**src/inc/bssp_pkg.sv**
```systemverilog
package bssp_pkg;

    // ==========================================================
    // Address map (word index; byte address is index times four)
    // ==========================================================
    localparam int          ADDR_W         = 18;
    localparam logic [15:0] IDX_BUF_FIRST  = 16'hff80;
    localparam logic [15:0] IDX_BUF_LAST   = 16'hff9f;
    localparam logic [15:0] IDX_CTRL       = 16'hffa8;
    localparam logic [15:0] IDX_STATUS     = 16'hffa9;
    localparam logic [15:0] IDX_START_PTR  = 16'hffaa;
    localparam logic [15:0] IDX_END_PTR    = 16'hffab;
    localparam logic [15:0] IDX_PIN_FUNC   = 16'hffac;
    localparam logic [15:0] IDX_PIN_OUT    = 16'hffad;
    localparam logic [15:0] IDX_IRQ_REQ    = 16'hffae;
    localparam logic [15:0] IDX_IRQ_EN     = 16'hffaf;

    // ==========================================================
    // Field positions
    // ==========================================================
    localparam int BIT_DIR_TX      = 4;
    localparam int BIT_LAST_BIT    = 4;
    localparam int BIT_OVR         = 3;
    localparam int BIT_WT          = 2;
    localparam int BIT_GIT         = 1;
    localparam int BIT_START_BUSY  = 0;
    localparam int BIT_DRIVE_SEL   = 6;
    localparam int BIT_CS_SEL      = 5;
    localparam int BIT_SO_PIN_EN   = 6;
    localparam int BIT_SI_SEL      = 5;
    localparam int BIT_IRQ         = 0;

    // ==========================================================
    // Reset and fixed values
    // ==========================================================
    localparam logic [7:0]  CTRL_RST       = 8'he0;
    localparam logic [7:0]  STATUS_ONES    = 8'he0;
    localparam logic [7:0]  PIN_OUT_RST    = 8'h97;
    localparam logic [7:0]  PIN_OUT_ONES   = 8'h97;
    localparam logic [31:0] BUSY_READ_VAL  = 32'h0000_00ff;
    localparam logic [1:0]  CLK_SEL_EXT    = 2'b11;

    // ==========================================================
    // Timing counts in system clocks
    // ==========================================================
    localparam logic [2:0]  HALF_DIV2      = 3'h1;
    localparam logic [2:0]  HALF_DIV4      = 3'h2;
    localparam logic [2:0]  HALF_DIV8      = 3'h4;
    localparam logic [2:0]  GAP_ONE        = 3'h1;
    localparam logic [2:0]  GAP_TWO        = 3'h2;
    localparam logic [3:0]  GAP_EIGHT      = 4'h8;

    typedef enum logic [1:0] {
        ST_IDLE = 2'b00,
        ST_LOW  = 2'b01,
        ST_HIGH = 2'b10,
        ST_GAP  = 2'b11
    } seq_state_type;

    typedef struct packed {
        logic       dir_tx;
        logic [1:0] gap_len;
        logic [1:0] clk_sel;
    } ser_cfg_type;

endpackage : bssp_pkg

```
**src/design/buffered_serial_unit.sv**
```systemverilog
// Operation
// Data pin push-pull when drive select is 0, open-drain when 1.
// Input-select 0 gives port; else serial input or chip-select by cs bit.
// Chip-select output works only with internal clock in transmit mode.
// 32-byte buffer; any contiguous part sent in one started operation.
// Buffer at FF80-FF9F; first and last byte from low 5 pointer bits.
// Writing start flag 1 starts; reads 1 while busy, clears at end.
// Writing start flag 0 aborts and resets the engine only.
// Buffer writes ignored while busy; buffer reads return FF.
// Request flag set at completion and on buffer access while busy.
// Overrun flag on excess data; access-conflict flag on busy buffer access.
// Start above end runs to top, wraps to bottom, continues to end.
// Three internal divided clocks or external; internal drives clock pin.
// Bytes travel least significant bit first.
// Data changes on falling clock edge, sampled on rising edge.
// Internal transmit may hold clock high for a gap at boundaries.
// Chip-select stays low during any gap.
// After internal transmit no clock until restart; data keeps last bit.
// External clock shifts only while busy; later pulses ignored.
// Between transfers data pin follows the last-bit field.
// Internal receive starts clocking as soon as start flag is set.
// Software clears start, configures, loads data, then sets start.
// Both causes share one request; enable bit gates the interrupt.
// Gap field 00 none, 01 one, 10 two, 11 eight cycles.
// Gaps every 16 bits when interval bit 0, every 8 when 1.
// Receive needs serial-input function; chip-select corrupts data.
`timescale 1ns/1ps
`default_nettype none

module buffered_serial_unit
    import bssp_pkg::*;
(
    input  wire logic              I_SYS_CLK,
    input  wire logic              I_SYS_RST,
    input  wire logic              I_PSEL,
    input  wire logic              I_PENABLE,
    input  wire logic              I_PWRITE,
    input  wire logic [ADDR_W-1:0] I_PADDR,
    input  wire logic [31:0]       I_PWDATA,
    output logic      [31:0]       O_PRDATA,
    output logic                   O_PREADY,
    output logic                   O_PSLVERR,
    input  wire logic              I_SCK,
    output logic                   O_SCK,
    output logic                   O_SCK_OE_N,
    input  wire logic              I_SI_CS,
    output logic                   O_CS,
    output logic                   O_CS_OE_N,
    output logic                   O_SO,
    output logic                   O_SO_OE_N,
    output logic                   O_SERIAL_IRQ
);

    // ==========================================================
    // Functions
    // ==========================================================
    function automatic logic [2:0] half_count(input logic [1:0] sel);
        logic [2:0] r;
        r = HALF_DIV2;
        if (sel == 2'b01) begin
            r = HALF_DIV4;
        end else if (sel == 2'b10) begin
            r = HALF_DIV8;
        end
        return r;
    endfunction : half_count

    function automatic logic [2:0] gap_count(input logic [1:0] len);
        logic [2:0] r;
        r = GAP_ONE;
        if (len == 2'b10) begin
            r = GAP_TWO;
        end else if (len == 2'b11) begin
            r = 3'(GAP_EIGHT - 4'h1) + 3'h1;
        end
        return r;
    endfunction : gap_count

    // ==========================================================
    // Registers
    // ==========================================================
    logic [7:0]    buf_mem [32];
    ser_cfg_type   cfg_ff;
    logic          busy_ff, ovr_ff, wt_ff, git_ff, last_bit_ff;
    logic [4:0]    start_ptr_ff, end_ptr_ff, ptr_ff;
    logic          drive_sel_ff, cs_sel_ff, so_pin_en_ff, si_sel_ff;
    logic          irq_req_ff, irq_en_ff;
    logic [31:0]   prdata_ff;
    logic [2:0]    bit_ff, cnt_ff;
    logic [7:0]    shreg_ff;
    logic          so_ff, half_ff, gap_due_ff, ext_done_ff;
    seq_state_type st_ff, nxt_st;
    logic [2:0]    nxt_cnt;
    logic          sck_s1_ff, sck_s2_ff, sck_s3_ff, sck_filt_ff;
    logic          si_s1_ff, si_s2_ff, si_s3_ff, si_filt_ff;

    // ==========================================================
    // Bus decode
    // ==========================================================
    wire [15:0] idx        = I_PADDR[ADDR_W-1:2];
    wire        setup      = I_PSEL & ~I_PENABLE;
    wire        access     = I_PSEL & I_PENABLE;
    wire        is_buf     = (idx >= IDX_BUF_FIRST) && (idx <= IDX_BUF_LAST);
    wire [4:0]  buf_pos    = idx[4:0];
    wire        hit_ctrl   = idx == IDX_CTRL;
    wire        hit_stat   = idx == IDX_STATUS;
    wire        hit_sptr   = idx == IDX_START_PTR;
    wire        hit_eptr   = idx == IDX_END_PTR;
    wire        hit_pfunc  = idx == IDX_PIN_FUNC;
    wire        hit_pout   = idx == IDX_PIN_OUT;
    wire        hit_ireq   = idx == IDX_IRQ_REQ;
    wire        hit_ien    = idx == IDX_IRQ_EN;
    wire        mapped     = is_buf | hit_ctrl | hit_stat | hit_sptr | hit_eptr
                             | hit_pfunc | hit_pout | hit_ireq | hit_ien;
    wire        wr         = access & I_PWRITE & mapped;
    wire        wr_stat    = wr & hit_stat;
    wire        buf_wr     = wr & is_buf & ~busy_ff;
    wire        conflict   = access & is_buf & busy_ff;
    wire        internal   = cfg_ff.clk_sel != CLK_SEL_EXT;
    wire        go         = wr_stat & I_PWDATA[BIT_START_BUSY] & ~busy_ff;
    wire        abort      = wr_stat & ~I_PWDATA[BIT_START_BUSY] & busy_ff;

    wire [7:0] stat_rd = STATUS_ONES | {3'h0, last_bit_ff, ovr_ff, wt_ff, git_ff, busy_ff};
    wire [7:0] ctrl_rd = CTRL_RST | {3'h0, cfg_ff};
    wire [7:0] pout_rd = PIN_OUT_ONES | {1'b0, drive_sel_ff, cs_sel_ff, 5'h0};
    wire [7:0] pfun_rd = {1'b0, so_pin_en_ff, si_sel_ff, 5'h0};
    wire [7:0] buf_rd  = busy_ff ? BUSY_READ_VAL[7:0] : buf_mem[buf_pos];
    wire [7:0] rd_byte = is_buf    ? buf_rd :
                         hit_ctrl  ? ctrl_rd :
                         hit_stat  ? stat_rd :
                         hit_sptr  ? {3'h0, start_ptr_ff} :
                         hit_eptr  ? {3'h0, end_ptr_ff} :
                         hit_pfunc ? pfun_rd :
                         hit_pout  ? pout_rd :
                         hit_ireq  ? {7'h0, irq_req_ff} :
                         hit_ien   ? {7'h0, irq_en_ff} : 8'h00;

    assign O_PREADY  = 1'b1;
    assign O_PSLVERR = access & ~mapped;
    assign O_PRDATA  = prdata_ff;

    always_ff @(posedge I_SYS_CLK) begin
        if (I_SYS_RST) begin
            prdata_ff <= 32'h0;
        end else if (setup) begin
            prdata_ff <= {24'h0, rd_byte};
        end
    end

    // ==========================================================
    // Pin synchronisers
    // ==========================================================
    wire si_pin   = (si_sel_ff & ~cs_sel_ff) ? I_SI_CS : 1'b1;
    wire sck_stab = sck_s2_ff == sck_s3_ff;
    wire si_stab  = si_s2_ff == si_s3_ff;
    wire si_now   = si_stab ? si_s3_ff : si_filt_ff;
    wire ext_rise = sck_stab & sck_s3_ff & ~sck_filt_ff;
    wire ext_fall = sck_stab & ~sck_s3_ff & sck_filt_ff;

    always_ff @(posedge I_SYS_CLK) begin
        if (I_SYS_RST) begin
            {sck_s1_ff, sck_s2_ff, sck_s3_ff, sck_filt_ff} <= 4'hf;
            {si_s1_ff, si_s2_ff, si_s3_ff, si_filt_ff} <= 4'hf;
        end else begin
            {sck_s1_ff, sck_s2_ff, sck_s3_ff} <= {I_SCK, sck_s1_ff, sck_s2_ff};
            {si_s1_ff, si_s2_ff, si_s3_ff} <= {si_pin, si_s1_ff, si_s2_ff};
            sck_filt_ff <= sck_stab ? sck_s3_ff : sck_filt_ff;
            si_filt_ff <= si_stab ? si_s3_ff : si_filt_ff;
        end
    end

    // ==========================================================
    // Internal clock generator
    // ==========================================================
    wire last_pos  = ptr_ff == end_ptr_ff;
    wire int_rise  = st_ff == ST_LOW && cnt_ff == 3'h1;
    wire rise_ev   = busy_ff & (internal ? int_rise : ext_rise);
    wire fall_ev   = busy_ff & ~internal & ext_fall;
    wire byte_end  = rise_ev & (bit_ff == 3'h7);
    wire done      = byte_end & last_pos;

    always_comb begin
        nxt_st  = st_ff;
        nxt_cnt = cnt_ff - 3'h1;
        unique case (st_ff)
            ST_IDLE: begin
                nxt_cnt = half_count(cfg_ff.clk_sel);
                if (go & internal) begin
                    nxt_st = ST_LOW;
                end
            end
            ST_LOW: begin
                if (cnt_ff == 3'h1) begin
                    nxt_st  = done ? ST_IDLE : ST_HIGH;
                    nxt_cnt = half_count(cfg_ff.clk_sel);
                end
            end
            ST_HIGH: begin
                if (cnt_ff == 3'h1) begin
                    nxt_st  = gap_due_ff ? ST_GAP : ST_LOW;
                    nxt_cnt = gap_due_ff ? gap_count(cfg_ff.gap_len)
                                         : half_count(cfg_ff.clk_sel);
                end
            end
            ST_GAP: begin
                if (cnt_ff == 3'h1) begin
                    nxt_st  = ST_LOW;
                    nxt_cnt = half_count(cfg_ff.clk_sel);
                end
            end
        endcase
        if (abort) begin
            nxt_st = ST_IDLE;
        end
    end

    wire int_fall = busy_ff & internal & nxt_st == ST_LOW & st_ff != ST_LOW;

    always_ff @(posedge I_SYS_CLK) begin
        if (I_SYS_RST) begin
            st_ff  <= ST_IDLE;
            cnt_ff <= HALF_DIV2;
        end else begin
            st_ff  <= nxt_st;
            cnt_ff <= nxt_cnt;
        end
    end

    // ==========================================================
    // Shift engine
    // ==========================================================
    wire [7:0] rx_byte  = {si_now, shreg_ff[7:1]};
    wire [4:0] next_ptr = ptr_ff + 5'h1;
    wire       gap_now  = internal & cfg_ff.dir_tx & (cfg_ff.gap_len != 2'b00)
                          & (git_ff | half_ff);

    always_ff @(posedge I_SYS_CLK) begin
        if (I_SYS_RST) begin
            busy_ff <= 1'b0;
            ptr_ff <= 5'h0;
            bit_ff <= 3'h0;
            shreg_ff <= 8'h0;
            so_ff <= 1'b0;
            half_ff <= 1'b0;
            gap_due_ff <= 1'b0;
        end else if (go) begin
            busy_ff <= 1'b1;
            ptr_ff <= start_ptr_ff;
            bit_ff <= 3'h0;
            shreg_ff <= buf_mem[start_ptr_ff];
            so_ff <= internal & cfg_ff.dir_tx ? buf_mem[start_ptr_ff][0] : last_bit_ff;
            half_ff <= 1'b0;
            gap_due_ff <= 1'b0;
        end else if (abort) begin
            busy_ff <= 1'b0;
            bit_ff <= 3'h0;
            gap_due_ff <= 1'b0;
        end else begin
            if ((int_fall | fall_ev) & cfg_ff.dir_tx) begin
                so_ff <= shreg_ff[0];
            end
            if (rise_ev) begin
                bit_ff <= bit_ff + 3'h1;
                shreg_ff <= rx_byte;
                gap_due_ff <= 1'b0;
            end
            if (byte_end) begin
                busy_ff <= ~last_pos;
                ptr_ff <= next_ptr;
                shreg_ff <= buf_mem[next_ptr];
                half_ff <= ~half_ff;
                gap_due_ff <= gap_now & ~last_pos;
            end
        end
    end

    always_ff @(posedge I_SYS_CLK) begin
        if (buf_wr) begin
            buf_mem[buf_pos] <= I_PWDATA[7:0];
        end else if (byte_end & ~cfg_ff.dir_tx) begin
            buf_mem[ptr_ff] <= rx_byte;
        end
    end

    // ==========================================================
    // Software registers
    // ==========================================================
    always_ff @(posedge I_SYS_CLK) begin
        if (I_SYS_RST) begin
            cfg_ff <= ser_cfg_type'(CTRL_RST[4:0]);
            start_ptr_ff <= 5'h0;
            end_ptr_ff <= 5'h0;
            {so_pin_en_ff, si_sel_ff} <= 2'b00;
            {drive_sel_ff, cs_sel_ff} <= PIN_OUT_RST[6:5];
            irq_en_ff <= 1'b0;
            git_ff <= 1'b0;
        end else begin
            if (wr & hit_ctrl) begin
                cfg_ff <= ser_cfg_type'(I_PWDATA[4:0]);
            end
            if (wr & hit_sptr) begin
                start_ptr_ff <= I_PWDATA[4:0];
            end
            if (wr & hit_eptr) begin
                end_ptr_ff <= I_PWDATA[4:0];
            end
            if (wr & hit_pfunc) begin
                so_pin_en_ff <= I_PWDATA[BIT_SO_PIN_EN];
                si_sel_ff <= I_PWDATA[BIT_SI_SEL];
            end
            if (wr & hit_pout) begin
                drive_sel_ff <= I_PWDATA[BIT_DRIVE_SEL];
                cs_sel_ff <= I_PWDATA[BIT_CS_SEL];
            end
            if (wr & hit_ien) begin
                irq_en_ff <= I_PWDATA[BIT_IRQ];
            end
            if (wr_stat) begin
                git_ff <= I_PWDATA[BIT_GIT];
            end
        end
    end

    // Flags set by hardware; set wins over a clearing write
    wire ovr_set = ext_done_ff & ext_rise & ~internal;

    always_ff @(posedge I_SYS_CLK) begin
        if (I_SYS_RST) begin
            ovr_ff <= 1'b0;
            wt_ff <= 1'b0;
            irq_req_ff <= 1'b0;
            last_bit_ff <= 1'b0;
            ext_done_ff <= 1'b0;
        end else begin
            ovr_ff <= ovr_set | (ovr_ff & ~wr_stat);
            wt_ff <= conflict | (wt_ff & ~wr_stat);
            irq_req_ff <= done | conflict
                          | (irq_req_ff & ~(wr & hit_ireq & ~I_PWDATA[BIT_IRQ]));
            if (done & cfg_ff.dir_tx) begin
                last_bit_ff <= so_ff;
            end else if (wr_stat) begin
                last_bit_ff <= I_PWDATA[BIT_LAST_BIT];
            end
            ext_done_ff <= go ? 1'b0 : (ext_done_ff | (done & ~internal));
        end
    end

    // ==========================================================
    // Pin drive
    // ==========================================================
    wire so_level = busy_ff ? so_ff : last_bit_ff;
    wire cs_fn    = si_sel_ff & cs_sel_ff;

    assign O_SO         = so_level;
    assign O_SO_OE_N    = ~so_pin_en_ff | (drive_sel_ff & so_level);
    assign O_SCK        = ~(internal & st_ff == ST_LOW);
    assign O_SCK_OE_N   = ~internal;
    assign O_CS         = ~(busy_ff & internal & cfg_ff.dir_tx);
    assign O_CS_OE_N    = ~cs_fn;
    assign O_SERIAL_IRQ = irq_req_ff & irq_en_ff;
endmodule : buffered_serial_unit

`default_nettype wire

```
**config.mk**
```make
export PLATFORM = sky130hd
export DESIGN_NAME = buffered_serial_unit
export DESIGN_NICKNAME = d
export VERILOG_FILES = /design/src/inc/bssp_pkg.sv /design/src/design/buffered_serial_unit.sv
export SDC_FILE = /design/constraint.sdc
export NUM_CORES = 1
export LEC_CHECK = 0
export BUFFER_PORTS_ARGS = -buffer_cell sky130_fd_sc_hd__buf_2
export CORE_UTILIZATION = 60
export CTS_CLUSTER_DIAMETER = 150
export DETAILED_ROUTE_END_ITERATION = 6
export PLACE_DENSITY = 0.81
export SLEW_MARGIN = 10
export SYNTH_ARGS = -nofsm -noshare
export SYNTH_HDL_FRONTEND = slang
export SYNTH_SLANG_ARGS = --single-unit
export TNS_END_PERCENT = 5
```
**constraint.sdc**
```tcl
create_clock -name I_SYS_CLK -period 3.9 [get_ports I_SYS_CLK]
set_clock_uncertainty 0.1 [all_clocks]
set_input_delay 0.975 -clock I_SYS_CLK [delete_from_list [all_inputs] [get_ports I_SYS_CLK]]
set_output_delay 0.975 -clock I_SYS_CLK [all_outputs]
set_load 0.01 [all_outputs]
```
==> reports/qor.txt, run 1 <==
outcome = complete, but fails checks
failing checks = DRC
setup slack of the most critical reg-to-reg path = 0.53 ns
Iteration-0 DRC Markers = 2012
top-area cell type share of the netlist area = 42.5%
Cell Int Power = 5.91 mW
synthesized cell area = 18100 µm²
final count of hold timing violations = 0
leading area contributor after synthesis = sky130_fd_sc_hd__edfxtp_1
number of diodes added for antenna fixing = 0
post-CTS setup buffer count = 0
via-per-instance ratio = 7.26
DR WL/cell = 29.5 µm
total CTS buffers = 36
final worst path period share = 86.4%
Setup CP Type = reg2reg
via count = 13500
Required @ worst endpoint = 4.06 ns
Seq/Total Area, Yosys = 50.5%
cell count after synthesis = 1359
most instantiated library cell after synthesis = sky130_fd_sc_hd__edfxtp_1
TNS Setup = 0 ns
Post-synth top cells = sky130_fd_sc_hd__edfxtp_1 (256), sky130_fd_sc_hd__mux4_2 (165), sky130_fd_sc_hd__nand2_1 (162)
drt pass-1 iters = 7
die outline area = 30800 µm²
power per standard cell area = 372 nW/µm²
count of different cell masters after synthesis = 67
kind of start point of the critical path = flip-flop
antenna violations before repair = 1
number of enable flip-flop cells after synthesis = 256
number of warnings printed during yosys synthesis = 0
maximum number of pins on one net before global-route repair = 44
register share of total power = 49.9%
Crit. End Element = flip-flop
RD Place Congestion = 1.09
# clock sinks = 328
worst min path class = reg2reg
number of DRC violations after detailed routing = 1
Clock Tree Buf Depth = 3
number of nets at the end of the flow = 1508
layout cells sized above 1 = 26.4%
Psw = 1.62 mW
main flop type after synthesis = sky130_fd_sc_hd__edfxtp_1
Worst slew margin = 20.7%
Crit Path Max Fanout = 8
first-pass GRT wire length = 81100 µm
worst IR drop on VDD = 0.000504 V
vias in the first global route = 13000
logic gate share of total power = 4.8%
async set or reset register ratio after synthesis = 0%
Layout Area Growth over Synthesis = 12.1%
final critical delay including setup and external delays = 3.37 ns
number of failing setup endpoints in the final timing report = 0
count of nets left with antenna violations after detail routing = 0
unrepaired setup endpoints after global routing = false
Clk Latency, worst-skew pair = 0.53 ns
fin. max-slew vios = 0
number of rows in the core area = 63
dominant cells by area after synthesis = sky130_fd_sc_hd__edfxtp_1 (43%), sky130_fd_sc_hd__mux4_2 (21%), sky130_fd_sc_hd__dfxtp_1 (8.0%)
Net Sw Frac = 21.6%
CTS tree = built
arrival time of data at the critical path endpoint = 3.53 ns
register bit total from synthesis = 328
chip height = 176 µm
CP peak stage delay = 0.95 ns
hold-fix buffers at CTS = 0
total power draw = 7.53 mW
CP cell instances = ha_1 > and3b_1 > a31o_2 > nand4b_1 > nor2_1 > a21oi_1 > buf_4 > nor2_1 > buf_4
actual slew at the worst max-slew pin = 1.19 ns
IO buf count = 46
area of the core = 29600 µm²
Fillers = 2036
number of levels the H-tree was split into = 2
average instance area after synthesis = 13.3 µm²
horizontal die dimension = 176 µm
register area = 9140 µm²
Post-CTS Resized = 0
peak clock frequency supported by timing = 0.297 GHz
cell type of the slowest stage on the worst timing path = sky130_fd_sc_hd__a21oi_1
half-perimeter wire length after placement = 38000 µm
register clock-pin slew on the reported worst setup and hold paths = 0.06 ns
Final Routed Wirelength = 54800 µm
remaining global-route overflow = 0
root buffer cell = sky130_fd_sc_hd__clkbuf_16
clock share of power = 45.2%
leakage component of the power = 6.73 nW
number of top-level design ports = 98
area of the multi-input gates = 8430 µm²
Initial Util = 61.0%
global router's overall resource usage = 36.2%
max cap viols = 0
kinds of logic (layout without fill, tap and decap cells):
group	after synthesis	count (layout)	share of synthesized area (%)
AOI/OAI and AO/OA	177	177	6.86
xor gates and xnor gates	11	11	0.533
adders and majority gates	11	11	0.747
buffers and inverters	136	222	3.51
DFF	328	328	50.5
muxes	290	290	27.5
other	2	25	0.0415
and+or+nand+nor	404	404	10.3
worst max-delay path, delay by kind of cell (launching register included):
kind | cells | cell delay, ns
and+or+nand+nor | 4 | 0.55
adders and majority gates | 1 | 0.35
buffers and inverters | 2 | 0.50
DFF | 1 | 0.37
AOI/OAI and AO/OA | 2 | 1.23
cells in the final DEF, fill, tap and decap left out, types with 5 or more instances in the layout:
cell	n
sky130_fd_sc_hd__a21o_1	7
sky130_fd_sc_hd__a21oi_1	38
sky130_fd_sc_hd__a22oi_1	24
sky130_fd_sc_hd__a31oi_1	12
sky130_fd_sc_hd__a32oi_1	29
sky130_fd_sc_hd__and3_1	6
sky130_fd_sc_hd__buf_2	44
sky130_fd_sc_hd__buf_4	91
sky130_fd_sc_hd__clkbuf_1	8
sky130_fd_sc_hd__clkbuf_16	39
sky130_fd_sc_hd__clkinv_1	6
sky130_fd_sc_hd__conb_1	25
sky130_fd_sc_hd__dfxtp_1	69
sky130_fd_sc_hd__edfxtp_1	256
sky130_fd_sc_hd__ha_1	9
sky130_fd_sc_hd__inv_1	18
sky130_fd_sc_hd__mux2_2	7
sky130_fd_sc_hd__mux2i_1	118
sky130_fd_sc_hd__mux4_2	165
sky130_fd_sc_hd__nand2_1	162
sky130_fd_sc_hd__nand2b_1	9
sky130_fd_sc_hd__nand3_1	47
sky130_fd_sc_hd__nand4_1	18
sky130_fd_sc_hd__nor2_1	93
sky130_fd_sc_hd__nor2b_1	14
sky130_fd_sc_hd__nor3_1	17
sky130_fd_sc_hd__o211ai_1	7
sky130_fd_sc_hd__o21ai_0	24
sky130_fd_sc_hd__o31ai_1	7
sky130_fd_sc_hd__or2_2	10
sky130_fd_sc_hd__xnor2_1	5
sky130_fd_sc_hd__xor2_1	5
layer usage:
metal	GRT usage, %	up-vias	wire [µm]
met4	21.4	2	3870
met5	0	-	14
met3	7.53	229	7000
li1	-	5509	-
met1	46.8	6666	18500
met2	56.9	1078	25400
state kept, by name (all words and copies together), names as in the netlist, 3 cells and up, named ones only:
name and count:
shreg_ff 8, bit_ff 3, buf_mem 256, O_PRDATA 8, ptr_ff 5, end_ptr_ff 5, cfg_ff 5, cnt_ff 3
start_ptr_ff 5
power by group through the flow:
stage | sequential [mW] | combinational, mW | clock, mW
2_1_floorplan | 3.84 | 0.222 | 0
3_3_place_gp | 3.84 | 0.342 | 0
3_5_place_dp | 3.84 | 0.346 | 0
4_1_cts | 3.76 | 0.349 | 3.41
5_1_grt | 3.76 | 0.375 | 3.54
6_report | 3.76 | 0.364 | 3.41
layout make-up:
cell class	instances	area share [%]
Sequential cell	328	45.1
Clock buffer	47	4.96
Multi-Input combinational cell	918	41.6
Clock inverter	18	0.877
Timing Repair Buffer	138	4.75
Tap cell	390	2.41
Inverter	19	0.352
stage by stage:
step,hold WS (ns),instances,cell area [µm²],utilization (%),worst slack [ns]
finish,0.320,1858,20300,68.4,0.532
global route,0.342,1858,20300,68.4,0.493
detailed placement,0.305,1793,19100,64.4,0.332
CTS,0.320,1858,20300,68.4,0.575
global placement,0.298,1793,19100,64.4,0.366
floorplan,0.289,1382,18200,-,0.469
final timing paths:
kind / start / to / cells after the start
setup / recovery: cfg_ff[0] / buf_mem[16][6] / 9
hold / removal: si_s1_ff / si_s2_ff / 1
setup reg to reg: cfg_ff[0] / buf_mem[16][6] / 9
hold reg to reg: si_s1_ff / si_s2_ff / 1
No activity file was read; power rests on OpenSTA's default activity.
==> run 2: changes to the inputs <==
--- a/config.mk
+++ b/config.mk
@@ -7,6 +7,7 @@
 export LEC_CHECK = 0
 export BUFFER_PORTS_ARGS = -buffer_cell sky130_fd_sc_hd__buf_2
 export CORE_UTILIZATION = 60
+export CTS_BUF_LIST = sky130_fd_sc_hd__clkbuf_8
 export CTS_CLUSTER_DIAMETER = 150
 export DETAILED_ROUTE_END_ITERATION = 6
 export PLACE_DENSITY = 0.81
==> run 2 against run 1 <==
Net effect:
- the run now ends clean
- worst hold slack got worse by 0.0046 ns
- non-clock buffer count did not move
- cell area fell by 1.2%
==> reports/qor.txt, run 2 (synthesis gave the netlist of run 1 again) <==
first-pass GRT wire length = 80200 µm (was 81100 µm)
Setup CP Type = in2out (was reg2reg)
worst reg-to-reg path cell count = 9 (unchanged)
fin. max-slew vios = 0 (unchanged)
Iteration-0 DRC Markers = 2186 (was 2012)
R2R Path Start = cfg_ff[0] (unchanged)
end of the worst register-to-register path = buf_mem[4][1] (was buf_mem[16][6])
final count of hold timing violations = 0 (unchanged)
remaining global-route overflow = 0 (unchanged)
horizontal die dimension = 176 µm (unchanged)
register share of total power = 54.7% (was 49.9%)
CP peak stage delay = 0.53 ns (was 0.95 ns)
Post-CTS Resized = 0 (unchanged)
half-perimeter wire length after placement = 38000 µm (unchanged)
Worst slew margin = 27.7% (was 20.7%)
commonest cells after routing, fill and taps aside = sky130_fd_sc_hd__edfxtp_1 (256), sky130_fd_sc_hd__mux4_2 (165), sky130_fd_sc_hd__nand2_1 (162), sky130_fd_sc_hd__mux2i_1 (118), sky130_fd_sc_hd__nor2_1 (93) (unchanged)
area of the core = 29600 µm² (unchanged)
worst IR drop on VDD = 0.000340 V (was 0.000504 V)
count of nets left with antenna violations after detail routing = 0 (unchanged)
total CTS buffers = 54 (was 36)
RD Place Congestion = 1.09 (unchanged)
cell type of the slowest stage on the worst timing path = sky130_fd_sc_hd__or3_1 (was sky130_fd_sc_hd__a21oi_1)
# clock sinks = 328 (unchanged)
IO buf count = 46 (unchanged)
beginning of the worst hold path = si_s1_ff (unchanged)
setup slack of the most critical reg-to-reg path = 0.63 ns (was 0.53 ns)
peak clock frequency supported by timing = 0.298 GHz (was 0.297 GHz)
Initial Util = 61.0% (unchanged)
placed cell count = 1793 (unchanged)
Cell Count, Final, Fillers Out = 1887 (was 1858)
register bank with the most flops = buf_mem (unchanged)
number of top-level design ports = 98 (unchanged)
delay-heaviest family, CP = simple AND/OR/NAND/NOR gates (was compound AO/OA/AOI/OAI gates)
number of rows in the core area = 63 (unchanged)
post-CTS setup buffer count = 0 (unchanged)
Psw = 1.62 mW (about the same)
Final Routed Wirelength = 54100 µm (was 54800 µm)
arrival time of data at the critical path endpoint = 2.28 ns (was 3.53 ns)
maximum number of pins on one net before global-route repair = 44 (unchanged)
global router's overall resource usage = 35.7% (was 36.2%)
hold-critical path endpoint = si_s2_ff (unchanged)
power per standard cell area = 343 nW/µm² (was 372 nW/µm²)
final worst path period share = 86.0% (was 86.4%)
register clock-pin slew on the reported worst setup and hold paths = 0.06 ns (about the same)
number of failing setup endpoints in the final timing report = 0 (unchanged)
vias in the first global route = 12900 (was 13000)
CP cell instances = buf_2 > nand4b_1 > or3_1 > o211a_1 > buf_2 (was ha_1 > and3b_1 > a31o_2 > nand4b_1 > nor2_1 > a21oi_1 > buf_4 > nor2_1 > buf_4)
DP Worst Slack = 0.332 ns (unchanged)
via-per-instance ratio = 7.12 (was 7.26)
CTS tree = built (unchanged)
Largest register FFs = 256 (unchanged)
layout cells sized above 1 = 26.9% (was 26.4%)
number of nets at the end of the flow = 1526 (was 1508)
Required @ worst endpoint = 2.82 ns (was 4.06 ns)
Hold Crit Depth = 1 (unchanged)
logic gate share of total power = 5.3% (was 4.8%)
most common cell after layout, fill and taps aside = sky130_fd_sc_hd__edfxtp_1 (unchanged)
Cell Int Power = 5.25 mW (was 5.91 mW)
Crit Path Max Fanout = 5 (was 8)
Layout Area Growth over Synthesis = 10.8% (was 12.1%)
final critical delay including setup and external delays = 3.35 ns (was 3.37 ns)
antenna violations before repair = 1 (unchanged)
TNS Setup = 0 ns (unchanged)
max cap viols = 0 (unchanged)
setup slack after layout = 0.547 ns (was 0.532 ns)
Net Sw Frac = 23.6% (was 21.6%)
unrepaired setup endpoints after global routing = false (unchanged)
drt pass-1 iters = 6 (was 7)
chip height = 176 µm (unchanged)
leakage component of the power = 6.69 nW (was 6.73 nW)
number of DRC violations after detailed routing = 0 (was 1)
minimum hold slack = 0.315 ns (was 0.320 ns)
clock share of power = 40.0% (was 45.2%)
number of levels the H-tree was split into = 2 (unchanged)
worst path bufs/invs = 2 (unchanged)
outcome = completed (was complete, but fails checks)
Crit. End Element = output pin (was flip-flop)
Clk Latency, worst-skew pair = 0.60 ns (was 0.53 ns)
actual slew at the worst max-slew pin = 1.08 ns (was 1.19 ns)
kind of start point of the critical path = input port (was flip-flop)
DR WL/cell = 28.7 µm (was 29.5 µm)
hold-fix buffers at CTS = 0 (unchanged)
Clock Tree Buf Depth = 3 (unchanged)
die outline area = 30800 µm² (unchanged)
number of diodes added for antenna fixing = 0 (unchanged)
worst min path class = reg2reg (unchanged)
critical path's most frequent cell = sky130_fd_sc_hd__buf_2
root buffer cell = sky130_fd_sc_hd__clkbuf_8 (was sky130_fd_sc_hd__clkbuf_16)
via count = 13400 (was 13500)
==> run 2: cell count changes in the layout (fill, tap and decap cells not counted), sizes merged <==
cell | before | now
bufinv | 3 | 1
clkinvlp | 1 | 3
clkinv | 11 | 21
clkbuf | 47 | 55
inv | 22 | 33
==> run 2: metal layers <==
layer	global-route usage [%]	vias up	part of all wire, %
met5	0	-	0.031
met3	7.53	211	13
met2	56.3	1131	46
li1	-	5535	-
met4	19.8	2	6.4
met1	46.4	6553	34
==> run 2: how the worst max path moves through the flow <==
stage,slack (ns),start,endpoint,cells past startpoint
finish,0.55,I_PADDR[8],O_PSLVERR,5
global route,0.49,I_PADDR[8],O_PSLVERR,5
CTS,0.58,I_PADDR[8],O_PSLVERR,5
detailed placement,0.33,I_PADDR[8],buf_mem[5][6],8
global placement,0.37,I_PADDR[8],buf_mem[5][1],8
floorplan,0.47,I_PADDR[2],buf_mem[13][0],7
==> run 2: area by class of cell <==
type	instances	area [µm²]
inverter	19	71.3
clock buffer	55	757
multi-input combinational	918	8430
fill	2100	9600
tap	390	488
clock inverter	39	193
sequential	328	9140
timing repair buffer	138	963
==> run 2: worst register-to-register path, stage by stage (launching register included) <==
cell                       delay, ns
sky130_fd_sc_hd__dfxtp_1        0.43
sky130_fd_sc_hd__ha_1           0.40
sky130_fd_sc_hd__and3b_1        0.33
sky130_fd_sc_hd__a31o_2         0.19
sky130_fd_sc_hd__nand4b_1       0.16
sky130_fd_sc_hd__buf_4          0.27
sky130_fd_sc_hd__and3_1         0.19
sky130_fd_sc_hd__a21oi_1        0.52
sky130_fd_sc_hd__nor2_1         0.18
sky130_fd_sc_hd__buf_4          0.25
==> run 2: power groups by stage <==
| stage | Sequential [mW] | Clock [mW] | Combinational [mW] |
|---|---|---|---|
| after global placement | 3.84 | 0 | 0.342 |
| final | 3.76 | 2.75 | 0.361 |
| after CTS | 3.76 | 2.75 | 0.348 |
| after floorplan | 3.84 | 0 | 0.222 |
| after global routing | 3.76 | 2.89 | 0.373 |
| after detailed placement | 3.84 | 0 | 0.346 |
==> run 2: stage by stage <==
stage               total power, mW  area, µm²  utilization [%]
finish                         6.87      20000             67.6
detailed placement             4.18      19100             64.4
CTS                            6.87      20000             67.6
global placement               4.18      19100             64.4
floorplan                      4.06      18200                -
global route                   7.03      20000             67.6
